File: src/logic/sdsc_map.svh
// Purpose: Offsets, field positions, reset values and timing counts.
// Assumes: Clock at 20 MHz.
// Notes: Definitions only.
`ifndef SDSC_MAP_SVH
`define SDSC_MAP_SVH

`define SDSC_CLK_KHZ 20000
// Error status bit positions.
`define SDSC_ERR_TIMEOUT 3
`define SDSC_ERR_DATA 2
`define SDSC_ERR_HEADER 1
`define SDSC_ERR_BIT 0
`define SDSC_ERR_RESET 8'h00
// Sample delays in microseconds, code 0 to 7.
`define SDSC_DLY_US0 87
`define SDSC_DLY_US1 130
`define SDSC_DLY_US2 174
`define SDSC_DLY_US3 217
`define SDSC_DLY_US4 261
`define SDSC_DLY_US5 304
`define SDSC_DLY_US6 348
`define SDSC_DLY_US7 391
// Least time rounds up to whole cycles.
`define SDSC_US2CYC(us) (((us) * `SDSC_CLK_KHZ + 999) / 1000)
`define SDSC_MAX_STEP_DELAY 7

`endif

File: src/logic/sdsc_pkg.sv
// Purpose: Types for the stall detection and status block.
// Assumes: Nothing beyond the map header.
// Notes: Types only.
package sdsc_pkg;

    typedef struct packed {
        logic [3:0] absolute_limit;
        logic [3:0] delta_limit;
        logic [2:0] sample_delay_select;
        logic [2:0] arm_step_delay;
        logic full_duty_detect_enable;
    } sdsc_params_t;

    typedef struct packed {
        logic missed_step;
        logic motion_block;
        logic level_block;
        logic dip_block;
        logic surge_block;
    } sdsc_flags_t;

    typedef struct packed {
        logic checksum_fault;
        logic stop_bit_fault;
        logic length_fault;
        logic parity_fault;
        logic sync_fault;
        logic frame_overrun;
        logic readback_fault;
    } sdsc_bus_faults_t;

    typedef struct packed {
        logic zero_cross;
        logic sample_ready;
        logic [7:0] bemf_level;
        logic [7:0] bemf_average;
        logic at_max_velocity;
        logic ramp_done;
        logic full_step;
        logic full_duty;
        logic positioning;
    } sdsc_motion_t;

    typedef enum logic [1:0] {
        SDSC_IDLE,
        SDSC_ARMING,
        SDSC_ARMED
    } sdsc_arm_t;

    typedef enum logic [1:0] {
        SDSC_SAMP_IDLE,
        SDSC_SAMP_WAIT,
        SDSC_SAMP_TAKE
    } sdsc_samp_t;

    typedef struct packed {
        sdsc_params_t params;
        sdsc_flags_t flags;
        logic [7:0] error_status;
        sdsc_arm_t arm;
        logic armed;
        logic [2:0] step_cnt;
        sdsc_samp_t samp;
        logic [13:0] delay_cnt;
        logic sample_take;
        logic observe_mode;
        logic loaded;
        logic [6:0] node_address;
        logic switch_state;
        logic halt;
        logic position_copy;
        sdsc_flags_t resp_flags;
        logic [7:0] resp_error;
        logic resp_valid;
        logic checksum_ok;
    } sdsc_state_t;

endpackage

File: src/logic/sdsc_ctrl.sv
// Purpose: Stall detection settings, motion flags, bus error status, node
//          address and frame checksum check.
// Assumes: All inputs synchronous to clk; commands are one-cycle pulses.
// Notes: Analog comparison is done in digital on a scaled back-emf code.
`timescale 1ns/100ps
`include "sdsc_map.svh"

module sdsc_ctrl #(
    parameter int BEMF_W = 8,
    parameter int MAX_BYTES = 8
) (
    input wire logic clk,
    input wire logic sys_rst,
    input wire sdsc_pkg::sdsc_params_t fused_params,
    input wire logic [3:0] fused_address_bits,
    input wire logic [2:0] strap_address_pins,
    input wire logic write_block_params,
    input wire sdsc_pkg::sdsc_params_t write_data,
    input wire logic bemf_observe_command,
    input wire logic full_status_query,
    input wire logic short_status_query,
    input wire sdsc_pkg::sdsc_motion_t motion,
    input wire sdsc_pkg::sdsc_bus_faults_t bus_faults,
    input wire logic switch_input,
    input wire logic frame_check,
    input wire logic [3:0] frame_bytes,
    input wire logic [MAX_BYTES*8-1:0] frame_data,
    input wire logic [7:0] frame_checksum,
    output sdsc_pkg::sdsc_params_t params,
    output sdsc_pkg::sdsc_flags_t resp_flags,
    output logic [7:0] bus_error_status,
    output logic resp_valid,
    output logic [6:0] node_address,
    output logic sample_take,
    output logic stall_armed,
    output logic halt,
    output logic position_copy,
    output logic observe_mode,
    output logic switch_state,
    output logic checksum_ok
);
    import sdsc_pkg::*;

    // Comparison and checksum paths are written for these sizes only.
    if (BEMF_W != 8 || MAX_BYTES != 8) begin : g_bad_size
        $error("sdsc_ctrl supports BEMF_W 8 and MAX_BYTES 8 only");
    end

    // ------------------------------------------------------------
    // Sample delay table
    // ------------------------------------------------------------
    function automatic logic [13:0] delay_cycles(input logic [2:0] code);
        logic [13:0] c;
        c = 14'h0000;
        case (code)
            3'h0: c = 14'(`SDSC_US2CYC(`SDSC_DLY_US0));
            3'h1: c = 14'(`SDSC_US2CYC(`SDSC_DLY_US1));
            3'h2: c = 14'(`SDSC_US2CYC(`SDSC_DLY_US2));
            3'h3: c = 14'(`SDSC_US2CYC(`SDSC_DLY_US3));
            3'h4: c = 14'(`SDSC_US2CYC(`SDSC_DLY_US4));
            3'h5: c = 14'(`SDSC_US2CYC(`SDSC_DLY_US5));
            3'h6: c = 14'(`SDSC_US2CYC(`SDSC_DLY_US6));
            default: c = 14'(`SDSC_US2CYC(`SDSC_DLY_US7));
        endcase
        return c;
    endfunction

    // ------------------------------------------------------------
    // Classic checksum
    // ------------------------------------------------------------
    // Only 2, 4 and 8 byte frames are legal; any other count fails.
    function automatic logic [7:0] classic_sum(
        input logic [MAX_BYTES*8-1:0] data,
        input logic [3:0] n
    );
        logic [8:0] acc;
        acc = 9'h000;
        for (int i = 0; i < MAX_BYTES; i++) begin
            if (4'(i) < n) begin
                acc = {1'b0, acc[7:0]} + {1'b0, data[i*8 +: 8]};
                acc = {1'b0, acc[7:0]} + {8'h00, acc[8]};
            end
        end
        return ~acc[7:0];
    endfunction

    sdsc_state_t s_r;
    sdsc_state_t s_nxt;

    // ------------------------------------------------------------
    // Next state
    // ------------------------------------------------------------
    always_comb begin
        logic detect_en;
        logic evaluate;
        logic dip_hit;
        logic surge_hit;
        logic level_hit;
        logic stall_hit;
        logic [8:0] abs_lvl;
        logic [8:0] del_lvl;
        logic [8:0] avg;
        logic [8:0] lvl;
        logic [7:0] err_set;
        sdsc_flags_t fl;
        detect_en = 1'b0;
        evaluate = 1'b0;
        dip_hit = 1'b0;
        surge_hit = 1'b0;
        level_hit = 1'b0;
        stall_hit = 1'b0;
        abs_lvl = 9'h000;
        del_lvl = 9'h000;
        avg = 9'h000;
        lvl = 9'h000;
        err_set = 8'h00;
        fl = s_r.flags;
        s_nxt = s_r;
        s_nxt.sample_take = 1'b0;
        s_nxt.halt = 1'b0;
        s_nxt.position_copy = 1'b0;
        s_nxt.resp_valid = 1'b0;

        // --------------------------------------------------------
        // Working parameters and node address
        // --------------------------------------------------------
        // Fused limits enter working memory once, right after reset.
        if (!s_r.loaded) begin
            s_nxt.params = fused_params;
            s_nxt.loaded = 1'b1;
            s_nxt.node_address = {strap_address_pins[0],
                strap_address_pins[1], strap_address_pins[2],
                fused_address_bits};
        end else if (write_block_params) begin
            s_nxt.params = write_data;
        end

        // --------------------------------------------------------
        // Observation mode
        // --------------------------------------------------------
        // Observation mode is sticky; only the reset ends it.
        if (bemf_observe_command) begin
            s_nxt.observe_mode = 1'b1;
        end
        if (!s_r.observe_mode) begin
            s_nxt.switch_state = switch_input;
        end

        detect_en = (s_r.params.absolute_limit != 4'h0) ||
            (s_r.params.delta_limit != 4'h0);

        // --------------------------------------------------------
        // Activation delay
        // --------------------------------------------------------
        // Activation delay counts full steps after the ramp.
        case (s_r.arm)
            SDSC_IDLE: begin
                if (detect_en && motion.ramp_done) begin
                    s_nxt.step_cnt = 3'h0;
                    s_nxt.arm = (s_r.params.arm_step_delay == 3'h0) ?
                        SDSC_ARMED : SDSC_ARMING;
                end
            end
            SDSC_ARMING: begin
                if (!detect_en || !motion.ramp_done) begin
                    s_nxt.arm = SDSC_IDLE;
                end else if (motion.full_step) begin
                    s_nxt.step_cnt = s_r.step_cnt + 3'h1;
                    if (s_r.step_cnt + 3'h1 ==
                            s_r.params.arm_step_delay) begin
                        s_nxt.arm = SDSC_ARMED;
                    end
                end
            end
            SDSC_ARMED: begin
                if (!detect_en || !motion.ramp_done) begin
                    s_nxt.arm = SDSC_IDLE;
                end
            end
            default: s_nxt.arm = SDSC_IDLE;
        endcase
        // A registered copy keeps the armed output free of decode glitches.
        s_nxt.armed = (s_nxt.arm == SDSC_ARMED);

        // --------------------------------------------------------
        // Sample delay timer
        // --------------------------------------------------------
        // Sample timer restarts on every zero crossing outside the take cycle.
        case (s_r.samp)
            SDSC_SAMP_IDLE: begin
                if (motion.zero_cross) begin
                    s_nxt.delay_cnt =
                        delay_cycles(s_r.params.sample_delay_select);
                    s_nxt.samp = SDSC_SAMP_WAIT;
                end
            end
            SDSC_SAMP_WAIT: begin
                if (motion.zero_cross) begin
                    s_nxt.delay_cnt =
                        delay_cycles(s_r.params.sample_delay_select);
                end else if (s_r.delay_cnt <= 14'h0001) begin
                    s_nxt.samp = SDSC_SAMP_TAKE;
                end else begin
                    s_nxt.delay_cnt = s_r.delay_cnt - 14'h0001;
                end
            end
            SDSC_SAMP_TAKE: begin
                s_nxt.sample_take = 1'b1;
                s_nxt.samp = SDSC_SAMP_IDLE;
            end
            default: s_nxt.samp = SDSC_SAMP_IDLE;
        endcase

        // --------------------------------------------------------
        // Stall comparison
        // --------------------------------------------------------
        // Levels in units of 0.25 V on the back-emf code scale.
        abs_lvl = {4'h0, s_r.params.absolute_limit, 1'b0};
        del_lvl = {5'h00, s_r.params.delta_limit};
        avg = {1'b0, motion.bemf_average};
        lvl = {1'b0, motion.bemf_level};
        evaluate = (s_r.arm == SDSC_ARMED) && motion.sample_ready &&
            motion.at_max_velocity &&
            (!motion.full_duty ||
             s_r.params.full_duty_detect_enable);
        if (evaluate) begin
            level_hit = (s_r.params.absolute_limit != 4'h0) &&
                (lvl < abs_lvl);
            dip_hit = (s_r.params.delta_limit != 4'h0) &&
                (lvl + del_lvl < avg);
            surge_hit = (s_r.params.delta_limit != 4'h0) &&
                (lvl > avg + del_lvl);
        end
        stall_hit = level_hit || dip_hit || surge_hit;

        // --------------------------------------------------------
        // Motion flags
        // --------------------------------------------------------
        // Capture first, then clear; a new hit in the same cycle stays.
        if (full_status_query || short_status_query) begin
            s_nxt.resp_flags = s_r.flags;
            s_nxt.resp_error = s_r.error_status;
            s_nxt.resp_valid = 1'b1;
        end
        if (full_status_query) begin
            fl = '0;
        end else if (short_status_query) begin
            fl.missed_step = 1'b0;
        end
        fl.level_block = fl.level_block | level_hit;
        fl.dip_block = fl.dip_block | dip_hit;
        fl.surge_block = fl.surge_block | surge_hit;
        fl.motion_block = fl.level_block | fl.dip_block |
            fl.surge_block;
        if (stall_hit && motion.positioning) begin
            fl.missed_step = 1'b1;
            s_nxt.halt = 1'b1;
            s_nxt.position_copy = 1'b1;
        end
        s_nxt.flags = fl;

        // --------------------------------------------------------
        // Bus error status
        // --------------------------------------------------------
        // Bits 7 to 4 are never set, so they always read as zero.
        err_set[`SDSC_ERR_DATA] = bus_faults.checksum_fault |
            bus_faults.stop_bit_fault | bus_faults.length_fault |
            (frame_check && !checksum_ok_now());
        err_set[`SDSC_ERR_HEADER] = bus_faults.parity_fault |
            bus_faults.sync_fault;
        err_set[`SDSC_ERR_TIMEOUT] = bus_faults.frame_overrun;
        err_set[`SDSC_ERR_BIT] = bus_faults.readback_fault;
        s_nxt.error_status = (full_status_query ? `SDSC_ERR_RESET :
            s_r.error_status) | err_set;
        if (frame_check) begin
            s_nxt.checksum_ok = checksum_ok_now();
        end
    end

    function automatic logic checksum_ok_now();
        logic ok;
        ok = ((frame_bytes == 4'h2) || (frame_bytes == 4'h4) ||
            (frame_bytes == 4'h8)) &&
            (classic_sum(frame_data, frame_bytes) == frame_checksum);
        return ok;
    endfunction

    // ------------------------------------------------------------
    // State register
    // ------------------------------------------------------------
    always_ff @(posedge clk or posedge sys_rst) begin
        if (sys_rst) begin
            s_r <= '0;
        end else begin
            s_r <= s_nxt;
        end
    end

    // ------------------------------------------------------------
    // Outputs
    // ------------------------------------------------------------
    // Every output is a field of the state register.
    assign params = s_r.params;
    assign resp_flags = s_r.resp_flags;
    assign bus_error_status = s_r.error_status;
    assign resp_valid = s_r.resp_valid;
    assign node_address = s_r.node_address;
    assign sample_take = s_r.sample_take;
    assign stall_armed = s_r.armed;
    assign halt = s_r.halt;
    assign position_copy = s_r.position_copy;
    assign observe_mode = s_r.observe_mode;
    assign switch_state = s_r.switch_state;
    assign checksum_ok = s_r.checksum_ok;

endmodule

File: config.mk
export PLATFORM = sky130hd
export DESIGN_NAME = sdsc_ctrl
export DESIGN_NICKNAME = d
export VERILOG_FILES = /design/src/logic/sdsc_pkg.sv /design/src/logic/sdsc_ctrl.sv
export VERILOG_INCLUDE_DIRS = /design/src /design/src/logic
export SDC_FILE = /design/constraint.sdc
export NUM_CORES = 1
export LEC_CHECK = 0
export ABC_AREA = 1
export BUFFER_PORTS_ARGS = -buffer_cell sky130_fd_sc_hd__buf_2
export CORE_ASPECT_RATIO = 1.1
export CORE_MARGIN = 2
export CORE_UTILIZATION = 45
export DETAILED_ROUTE_END_ITERATION = 8
export PLACE_DENSITY_LB_ADDON = 0.2
export SYNTH_ARGS = -nofsm -noshare
export SYNTH_HDL_FRONTEND = slang
export SYNTH_SLANG_ARGS = --single-unit
File: constraint.sdc
create_clock -name clk -period 3.2 [get_ports clk]
set_input_delay 0.32 -clock clk [delete_from_list [all_inputs] [get_ports clk]]
set_output_delay 0.32 -clock clk [all_outputs]
set_load 0.005 [all_outputs]
; After elaboration in Yosys (flattened, before gate mapping)
; Cells that the tools add are included.
[word_totals]
out_inout_bits = 43
elab_cells = 201
input_bits = 151
register_bits = 70
[op_classes]
n_lt_le_gt_ge = 12
n_eq_ne = 25
bitwise_logic = 12
n_mux = 55
add_sub_neg = 32
reduce_logical = 35
[op_table]
columns = cell, n
row1 = 2-to-1 mux 8 bit, 24
row2 = adder 8 x 8 -> 9 bit, 14
row3 = adder 8 x 1 -> 8 bit, 14
row4 = case mux 13 bit (7 select lines), 1
row5 = 2-to-1 mux 15 bit, 2
row6 = 2-to-1 mux 14 bit, 2
row7 = case mux 14 bit (2 select lines), 1
row8 = adder 8 x 4 -> 9 bit, 2
row9 = 2-to-1 mux 2 bit, 9
row10 = == test 8 bit, 2
row11 = < comparator 3 x 4 -> 1 bit (first input constant), 4
row12 = 2-to-1 mux 16 bit, 1
row13 = inverter 8 bit, 2
row14 = less-or-equal comparator 14 x 1 -> 1 bit (second input constant), 1
row15 = inequality test 2 bit (second input constant), 7
row16 = subtractor 14 x 1 -> 14 bit (second input constant), 1
row17 = 2-to-1 mux 3 bit, 4
row18 = logical AND 1 bit, 11
row19 = == test 3 bit (second input constant), 3
row20 = > comparator 8 x 9 -> 1 bit, 1
row21 = < comparator 9 x 8 -> 1 bit, 1
row22 = bitwise OR 1 bit, 9
row23 = logical OR 1 bit, 8
row24 = < comparator 1 x 4 -> 1 bit (first input constant), 2
row25 = 25 further kinds, 45

; Longest topological paths before layout
; Gate-level depths: netlist of run 1.
[logic_depth]
word_depth = 34
depth_mapped = 134
mapped_depth_nobuf = 133

; Least setup slack after synthesis of run 1
; OpenSTA, ideal clock, no wires.
[synth_timing]
path_kind = in2reg
startpoint = in frame_bytes[3]
endpoint = reg s_r (netlist bit bus_error_status[2])
setup_slack_ps = -10986
required_ps = 3069
path_buffers = 1
setup_ps = 131
t_arrival_ps = 14055
stages = 115
path_cell_list = nor2_4 buf_8 nand2_8 inv_1 nor2_1 ha_1 inv_1 fa_1 inv_1 nand4_1 nand2_1 a21oi_1 o21bai_1 ha_1 ha_1 nand3_1 nand3_1 nand2_1 (+79 left out) nand2_1 a21o_1 ha_1 ha_1 inv_1 nor2_1 inv_1 nor2_1 inv_1 nor2_1 o21ai_0 a21oi_1 nor2_1 nand2_1 nor2_2 nand2_1 nand2_1 nand2_1
[synth_lines]
columns = element, line
row1 = "start, declared", sdsc_ctrl.sv:26  ; input wire logic [3:0] frame_bytes,
row2 = "end signal, assigned", sdsc_ctrl.sv:295  ; s_r <= s_nxt;
row3 = "end, declared", sdsc_ctrl.sv:87  ; sdsc_state_t s_r;

==> tab_implementation.tex, run 1 <==
\begin{tabular}{lr}
\hline
Metric & Value \\
\hline
\multicolumn{2}{l}{\textbf{Power}} \\
\quad Total power & roughly 17,000 uW \\
\quad Standby leakage power & 0.00693 uW \\
\quad Maximum vdd ir drop & about 1.8 mV \\
\quad PD cells & around 1400 nW/um\^{}2 \\
\multicolumn{2}{l}{\textbf{Synthesis}} \\
\quad Total of warnings raised by yosys & 0 \\
\quad Ys async rst share & 100\% \\
\quad Leading register cell type out of synthesis & sky130\_fd\_sc\_hd\_\_dfrtp\_1 \\
\quad Largest cells by area after synthesis & sky130\_fd\_sc\_hd\_\_dfrtp\_1 19\%, sky130\_fd\_sc\_hd\_\_ha\_1 15\%, sky130\_fd\_sc\_hd\_\_nand2\_1 13\% \\
\quad Library cell with the largest summed area after synthesis & sky130\_fd\_sc\_hd\_\_dfrtp\_1 \\
\quad Sequential fraction of the synthesis area & a little under a fifth \\
\quad Number of register bits inferred by synthesis & 65 \\
\quad Number of standard cells after synthesis & $\sim$1,300 \\
\quad Number of flops mapped to enable cells by yosys & 0 \\
\quad Synth top area share & roughly a fifth \\
\quad Per-instance average area after synthesis & $\sim$6.8 sq um \\
\quad Number of different library cells in the post-synthesis netlist & 51 \\
\quad Cell area after technology mapping & 8470 sq um \\
\multicolumn{2}{l}{\textbf{Die}} \\
\quad I/O Pins & a little under 200 \\
\quad Area of the core region & $\sim$18,000 sq um \\
\quad Die span in x & $\sim$130 microns \\
\quad Die footprint & 19,900 sq um \\
\quad Die boundary height & 148 microns \\
\quad Row count & 52 \\
\quad Initial standard-cell utilization of the core & between 40\% and 50\% \\
\multicolumn{2}{l}{\textbf{GRT}} \\
\quad Antenna violations before repair & 4 \\
\quad GRT Residual Overflow & 0 \\
\quad Total routing usage reported by global routing & about 26\% \\
\quad Global-route wire length before repair & 42,100 microns \\
\quad Number of global-route vias before repair & between 9,000 and 10,000 \\
\quad Largest net degree at the start of global routing & 49 \\
\multicolumn{2}{l}{\textbf{Worst setup path}} \\
\quad Maximum fanout along the worst path & 6 \\
\quad Critical Path Source & frame\_bytes[3] \\
\quad Startpoint class of the critical path & input port \\
\quad CP dominant cell by count & sky130\_fd\_sc\_hd\_\_nand2\_1 \\
\quad Critical Path RT & roughly 3.4 ns \\
\quad Crit path DAT & 14.22 ns \\
\quad Endpoint type of the worst setup path & flip-flop \\
\quad Kind of critical path & in2reg \\
\quad Cell type of the slowest stage on the worst timing path & sky130\_fd\_sc\_hd\_\_ha\_1 \\
\quad Slowest stage delay, CP & 0.32 ns \\
\quad Worst R2R Start & params[7]\$\_DFFE\_PP0P\_ \\
\multicolumn{2}{l}{\textbf{Outcome}} \\
\quad Failing checks & setup timing \\
\quad Status & finished, violations left \\
\multicolumn{2}{l}{\textbf{Run}} \\
\quad MaxCap Viol Count & 0 \\
\multicolumn{2}{l}{\textbf{Hold path}} \\
\quad Worst min-delay path class & in2reg \\
\quad Worst Min Path Start & bemf\_observe\_command \\
\multicolumn{2}{l}{\textbf{Route}} \\
\quad Violation count after the first detailed-route iteration & a little under 400 \\
\quad Total number of vias & between 9,000 and 10,000 \\
\quad Via count normalized by instance count & 4.92 \\
\quad Wirelength per Cell & around 13 microns \\
\quad Aggregate routed wire length & around 26,000 microns \\
\quad Final ANT Viol Nets & 0 \\
\quad First-pass DRT Iterations & 4 \\
\quad Number of DRC violations after detailed routing & 0 \\
\multicolumn{2}{l}{\textbf{Layout}} \\
\quad Top library cells by usage in the layout, fill and taps aside & 311 x sky130\_fd\_sc\_hd\_\_buf\_4, 267 x sky130\_fd\_sc\_hd\_\_nand2\_1, 185 x sky130\_fd\_sc\_hd\_\_buf\_2, 172 x sky130\_fd\_sc\_hd\_\_inv\_1, 87 x sky130\_fd\_sc\_hd\_\_nand3\_1 \\
\quad Finished Core Util & between 60\% and 70\% \\
\quad Cell Count, Final, Fillers Out & just under 2,000 \\
\quad Number of nets in the layout & $\sim$2,000 \\
\quad Final Instance Area & $\sim$13,000 sq um \\
\quad Commonest non-fill, non-tap cell in the layout & sky130\_fd\_sc\_hd\_\_buf\_4 \\
\quad Ratio of cells with drive above 1 in the final layout & a little over two fifths \\
\quad Area added between synthesis and finish & 51.7\% \\
\multicolumn{2}{l}{\textbf{Clock network}} \\
\quad Clock tree from TritonCTS & done \\
\quad Longest Clk Path Bufs & 2 \\
\quad Number of levels in the clock H-tree & 3 \\
\quad Clock input transition at the sequential cells of the worst setup and hold paths & approximately 0.06 ns \\
\quad Number of sinks driven by the clock tree & 65 \\
\quad Clock Tree Root & sky130\_fd\_sc\_hd\_\_clkbuf\_16 \\
\quad Cts bufs inserted & 9 \\
\quad Insertion delay to the later sink of the worst-skew pair & 0.33 ns \\
\multicolumn{2}{l}{\textbf{Timing}} \\
\quad Min Tclk post-route & about 14 ns \\
\quad Worst clock skew on the final layout & between 0.005 and 0.006 ns \\
\quad RSZ-0062 raised after global routing & true \\
\quad Setup violations, final & 2 \\
\quad Slack of the critical path & -10.81 ns \\
\quad Max Transition Viols Final & 0 \\
\quad Fmax & 71.4 MHz \\
\quad Max-slew headroom & approximately a third \\
\quad Least-Margin Pin Slew & 0.970 ns \\
\quad Tcrit/Tclk final & 438\% \\
\quad Hold violation count in the final report & 0 \\
\multicolumn{2}{l}{\textbf{Place}} \\
\quad DP Area & roughly 11,000 sq um \\
\quad HPWL after detailed placement & around 20,000 microns \\
\quad PortBufs & between 150 and 200 \\
\quad Total placed cells including tap cells & approximately 1,800 \\
\quad Final GP Congestion & around 0.9 \\
\hline
\end{tabular}
metrics by stage:
| step | hold WS (ns) | setup slack [ns] | TNS [ns] |
|---|---|---|---|
| 2_1_floorplan | 0.412 | -10.28 | -20.50 |
| 3_3_place_gp | 0.430 | -10.71 | -21.34 |
| 3_5_place_dp | 0.437 | -11.11 | -22.17 |
| 4_1_cts | 0.168 | -10.46 | -20.80 |
| 5_1_grt | 0.176 | -11.93 | -23.82 |
| 6_report | 0.175 | -10.81 | -21.61 |
critical path: cells and delay by family:
kind | cells | cell delay [ns]
adder cells (fa/ha/maj) | 18 | 3.91
AO/OA/AOI/OAI | 20 | 2.52
AND/OR/NAND/NOR | 51 | 4.63
XOR/XNOR | 3 | 0.52
buffers and inverters | 26 | 2.26
where the power goes:
group	switching, uW	internal (uW)
Clock	337	517
Sequential	74.4	909
Combinational	7760	7880
Total	8180	9310
synth_stat cells, types with 11 or more instances:
master	count
sky130_fd_sc_hd__inv_2	11
sky130_fd_sc_hd__xnor2_1	12
sky130_fd_sc_hd__nor2_1	88
sky130_fd_sc_hd__dfrtp_1	65
sky130_fd_sc_hd__nand3_2	23
sky130_fd_sc_hd__inv_1	195
sky130_fd_sc_hd__o21bai_1	14
sky130_fd_sc_hd__nand2_1	292
sky130_fd_sc_hd__ha_1	101
sky130_fd_sc_hd__buf_4	37
sky130_fd_sc_hd__xor2_1	50
sky130_fd_sc_hd__or2_2	11
sky130_fd_sc_hd__a21oi_1	72
sky130_fd_sc_hd__o211ai_1	17
sky130_fd_sc_hd__nand4_1	13
sky130_fd_sc_hd__nand3_1	99
sky130_fd_sc_hd__o21ai_0	49
layout make-up:
type                            instances  area, sq um
Tap cell                              243          304
Antenna cell                            1         2.50
Clock buffer                           10          229
Fill cell                            1500         5560
Sequential cell                        65         1630
Multi-Input combinational cell        933         6550
Inverter                              207          792
Clock inverter                          6         35.0
Timing Repair Buffer                  500         3310
cells by family after synthesis:
logic type      after synthesis  synth area share [%]
flops                        65                  19.2
buf+inv                     258                  13.3
mux                           2                 0.251
other cells                   2                0.0886
xor+xnor                     62                  6.41
fa+ha+maj                   110                  17.0
compound gates              178                  12.2
simple gates                576                  31.6
repair_timing:
action / CTS / global route
hold buffers: 0 / 0
setup endpoints to repair: 3 / 6
pin swaps: 95 / 87
hold endpoints to repair: 0 / 0
gates resized for setup: 43 / 77
buffers inserted: 95 / 7
flip-flops by register name, indices dropped and copies added (netlist names):
name and flops:
s_r 27, params 15, node_address 7, resp_flags 5
bus_error_status 4, checksum_ok 1, halt 1, observe_mode 1
resp_valid 1, sample_take 1, stall_armed 1, switch_state 1
per-layer routing:
layer / vias to the layer above / share of wire, % / global-route usage, %
met4: 6 / 2.3 / 7.74
li1: 4962 / - / -
met1: 4387 / 42 / 30.0
met2: 252 / 51 / 48.0
met3: 55 / 5.1 / 3.43
met5: - / 0.16 / 0
final timing paths:
path	end	slack, ns	cells past startpoint
min in group asynchronous	s_r[37]$_DFFE_PP0P_	0.22	2
hold / removal	observe_mode$_DFFE_PP0P_	0.18	2
hold reg to reg	resp_flags[3]$_DFFE_PP0P_	0.45	2
max in group asynchronous	params[13]$_DFFE_PP0P_	2.17	3
setup / recovery	bus_error_status[2]$_DFF_PP0_	-10.81	118
setup reg to reg	s_r[62]$_DFFE_PP0P_	0.16	15
Note: power is estimated with default switching activity, not from simulation.
==> run 2: changes to the inputs <==
CORE_UTILIZATION = 56   (was 45)
REMOVE_ABC_BUFFERS = 1   (was not set)
==> run 2 against run 1 <==
Compared with the run above:
- the run still ends with setup timing left
- worst hold slack got worse by 0.092 ns
- count of clock-buffer cells in the layout grew 1
- worst setup slack worse by 0.47 ns
- die area decreased by 19%
- first-iteration DRC count is 90% higher
- non-clock buffer count shrank 22
- critical path depth is 1 higher
- register-to-register slack improved by 0.02 ns
- global-route usage increased by 8.3 points
- clock skew hardly changed
- critical path type unchanged
==> tab_implementation.tex, run 2 (synthesis gave the netlist of run 1 again) <==
\begin{tabular}{lr}
\hline
Metric & Value \\
\hline
\multicolumn{2}{l}{\textbf{Outcome}} \\
\quad Status & finished, violations left \\
\quad Failing checks & setup timing \\
\multicolumn{2}{l}{\textbf{Route}} \\
\quad Wirelength per Cell & 15.9 microns (+19\%) \\
\quad Total number of vias & 10,400 (+7.7\%) \\
\quad Final ANT Viol Nets & 0 (unchanged) \\
\quad Via count normalized by instance count & 5.49 (+12\%) \\
\quad Aggregate routed wire length & 30,100 microns (+15\%) \\
\quad Violation count after the first detailed-route iteration & 733 (+90\%) \\
\quad First-pass DRT Iterations & 7 (+3) \\
\quad Number of DRC violations after detailed routing & 0 (unchanged) \\
\multicolumn{2}{l}{\textbf{GRT}} \\
\quad Number of global-route vias before repair & 10,000 (+5.1\%) \\
\quad Antenna violations before repair & 2 (-2) \\
\quad Largest net degree at the start of global routing & 34 (-31\%) \\
\quad Global-route wire length before repair & 44,600 microns (+5.8\%) \\
\quad GRT Residual Overflow & 0 (unchanged) \\
\quad Total routing usage reported by global routing & 33.9\% (+8.3 points) \\
\multicolumn{2}{l}{\textbf{Place}} \\
\quad Total placed cells including tap cells & 1,809 (-2.0\%) \\
\quad PortBufs & 189 (unchanged) \\
\quad Final GP Congestion & 0.927 (about the same) \\
\quad HPWL after detailed placement & 19,700 microns (-0.42\%) \\
\multicolumn{2}{l}{\textbf{Worst setup path}} \\
\quad Endpoint type of the worst setup path & flip-flop \\
\quad Kind of cell adding the most delay to the critical path & simple AND/OR/NAND/NOR gates \\
\quad Number of buffer and inverter stages on the critical path & 33 (+27\%) \\
\quad Critical Path RT & 3.41 ns (about the same) \\
\quad Slowest stage delay, CP & 0.33 ns (about the same) \\
\quad Crit path DAT & 14.69 ns (+0.47 ns) \\
\quad Cell type of the slowest stage on the worst timing path & sky130\_fd\_sc\_hd\_\_ha\_1 \\
\quad Startpoint class of the critical path & input port \\
\quad Kind of critical path & in2reg \\
\quad CP dominant cell by count & sky130\_fd\_sc\_hd\_\_buf\_4 \\
\quad Maximum fanout along the worst path & 5 (-1) \\
\multicolumn{2}{l}{\textbf{Layout}} \\
\quad Finished Core Util & 85.2\% (+15 points) \\
\quad Top library cells by usage in the layout, fill and taps aside & 285 x sky130\_fd\_sc\_hd\_\_buf\_4, 263 x sky130\_fd\_sc\_hd\_\_nand2\_1, 185 x sky130\_fd\_sc\_hd\_\_buf\_2, 166 x sky130\_fd\_sc\_hd\_\_inv\_1, 89 x sky130\_fd\_sc\_hd\_\_nand3\_1 \\
\quad Register ranked first by flip-flop count & s\_r \\
\quad Max reg flops & 27 (unchanged) \\
\quad Number of nets in the layout & 1,955 (-1.1\%) \\
\quad Commonest non-fill, non-tap cell in the layout & sky130\_fd\_sc\_hd\_\_buf\_4 \\
\quad Area added between synthesis and finish & 50.2\% \\
\quad Ratio of cells with drive above 1 in the final layout & 42.9\% (about the same) \\
\quad Cell Count, Final, Fillers Out & 1,896 (-3.5\%) \\
\multicolumn{2}{l}{\textbf{Clock network}} \\
\quad Clock tree from TritonCTS & done \\
\quad Number of levels in the clock H-tree & 3 (unchanged) \\
\quad Clock input transition at the sequential cells of the worst setup and hold paths & 0.06 ns (about the same) \\
\quad Post-CTS Hold Buffers & 0 (unchanged) \\
\quad Insertion delay to the later sink of the worst-skew pair & 0.33 ns (about the same) \\
\quad Clock Tree Root & sky130\_fd\_sc\_hd\_\_clkbuf\_16 \\
\quad Longest Clk Path Bufs & 2 (unchanged) \\
\quad Cts bufs inserted & 9 (unchanged) \\
\quad Number of sinks driven by the clock tree & 65 (unchanged) \\
\multicolumn{2}{l}{\textbf{Timing}} \\
\quad Setup violations, final & 2 (unchanged) \\
\quad Worst hold margin & 0.0831 ns (-0.0923 ns) \\
\quad Slack of the critical path & -11.28 ns (-0.466 ns) \\
\quad Fmax & 69.1 MHz (-3.2\%) \\
\quad Max-slew headroom & 51.4\% (+16 points) \\
\quad Least-Margin Pin Slew & 0.729 ns (-0.242 ns) \\
\quad Min Tclk post-route & 14.48 ns (+0.466 ns) \\
\quad Hold violation count in the final report & 0 (unchanged) \\
\quad RSZ-0062 raised after global routing & true \\
\quad Max Transition Viols Final & 0 (unchanged) \\
\quad Worst clock skew on the final layout & 0.00550 ns (+0.000459 ns) \\
\quad Tcrit/Tclk final & 453\% (+15 points) \\
\multicolumn{2}{l}{\textbf{Die}} \\
\quad I/O Pins & 194 (unchanged) \\
\quad Initial standard-cell utilization of the core & 56.7\% (+11 points) \\
\quad Die footprint & 16,100 sq um (-19\%) \\
\quad Die span in x & 121 microns (-10\%) \\
\quad Die boundary height & 133 microns (-10\%) \\
\quad Area of the core region & 14,900 sq um (-19\%) \\
\quad Row count & 47 (-9.6\%) \\
\multicolumn{2}{l}{\textbf{Run}} \\
\quad MaxCap Viol Count & 0 (unchanged) \\
\multicolumn{2}{l}{\textbf{Hold path}} \\
\quad Worst min-delay path class & in2async \\
\hline
\end{tabular}
[run 2: cell type report]
| class | count | area (sq um) |
|---|---|---|
| repair buffers | 478 | 3180 |
| inverters | 207 | 795 |
| flip-flops and latches | 65 | 1630 |
| fillers | 901 | 2210 |
| multi-input cells | 933 | 6590 |
| well taps | 196 | 245 |
| clock inverters | 5 | 56.3 |
| diodes | 1 | 2.50 |
| clock buffers | 11 | 233 |
[run 2: path summary, 6_finish.rpt]
kind,start,to,slack [ns],depth (start not counted)
setup reg to reg,params[7]$_DFFE_PP0P_,s_r[61]$_DFF_PP0_,0.18,14
hold / removal,sys_rst,node_address[5]$_DFFE_PP0N_,0.08,2
hold reg to reg,s_r[61]$_DFF_PP0_,resp_flags[3]$_DFFE_PP0P_,0.44,2
min in group clk,bus_faults[0],bus_error_status[0]$_DFF_PP0_,0.17,2
setup / recovery,frame_bytes[0],bus_error_status[2]$_DFF_PP0_,-11.28,119
max in group asynchronous,sys_rst,s_r[61]$_DFF_PP0_,2.41,3
[run 2: metrics by stage]
step	TNS (ns)	cell area (sq um)	worst slack, ns
after floorplan	-22.02	8140	-11.05
after global placement	-22.32	11000	-11.20
after detailed placement	-23.41	11000	-11.75
after CTS	-21.06	12300	-10.57
after global routing	-24.32	12700	-12.19
final	-22.48	12700	-11.28
[run 2: routing by layer]
metal | share of wire (%) | vias to the layer above | track usage (%)
li1 | - | 4926 | -
met1 | 36 | 4785 | 35.1
met2 | 52 | 515 | 63.8
met3 | 6.2 | 182 | 5.34
met4 | 6.5 | 2 | 19.0
met5 | 0.037 | - | 0
[run 2: worst reg2reg max path: stages, from the launching register on]
cell and delay (ns):
sky130_fd_sc_hd__dfrtp_1 0.42, sky130_fd_sc_hd__ha_2 0.21, sky130_fd_sc_hd__fa_2 0.39, sky130_fd_sc_hd__a31oi_4 0.21
sky130_fd_sc_hd__xor2_1 0.16, sky130_fd_sc_hd__ha_1 0.27, sky130_fd_sc_hd__nand2_1 0.14, sky130_fd_sc_hd__o21ai_1 0.10
sky130_fd_sc_hd__nor2_1 0.10, sky130_fd_sc_hd__o21ai_1 0.06, sky130_fd_sc_hd__a21oi_1 0.12, sky130_fd_sc_hd__a311oi_1 0.07
sky130_fd_sc_hd__o41ai_2 0.10, sky130_fd_sc_hd__o21ai_0 0.21, sky130_fd_sc_hd__or3_1 0.33
[run 2: repair_timing]
item                       4_1_cts  5_1_grt
pin swaps                      130      123
hold endpoints to repair         0        0
buffers inserted                55       16
setup endpoints to repair        2        5
resized for setup              144       98
Power of run 2 is not shown: default switching activity piles up to over one toggle a cycle in this logic, so the estimate is an artifact.
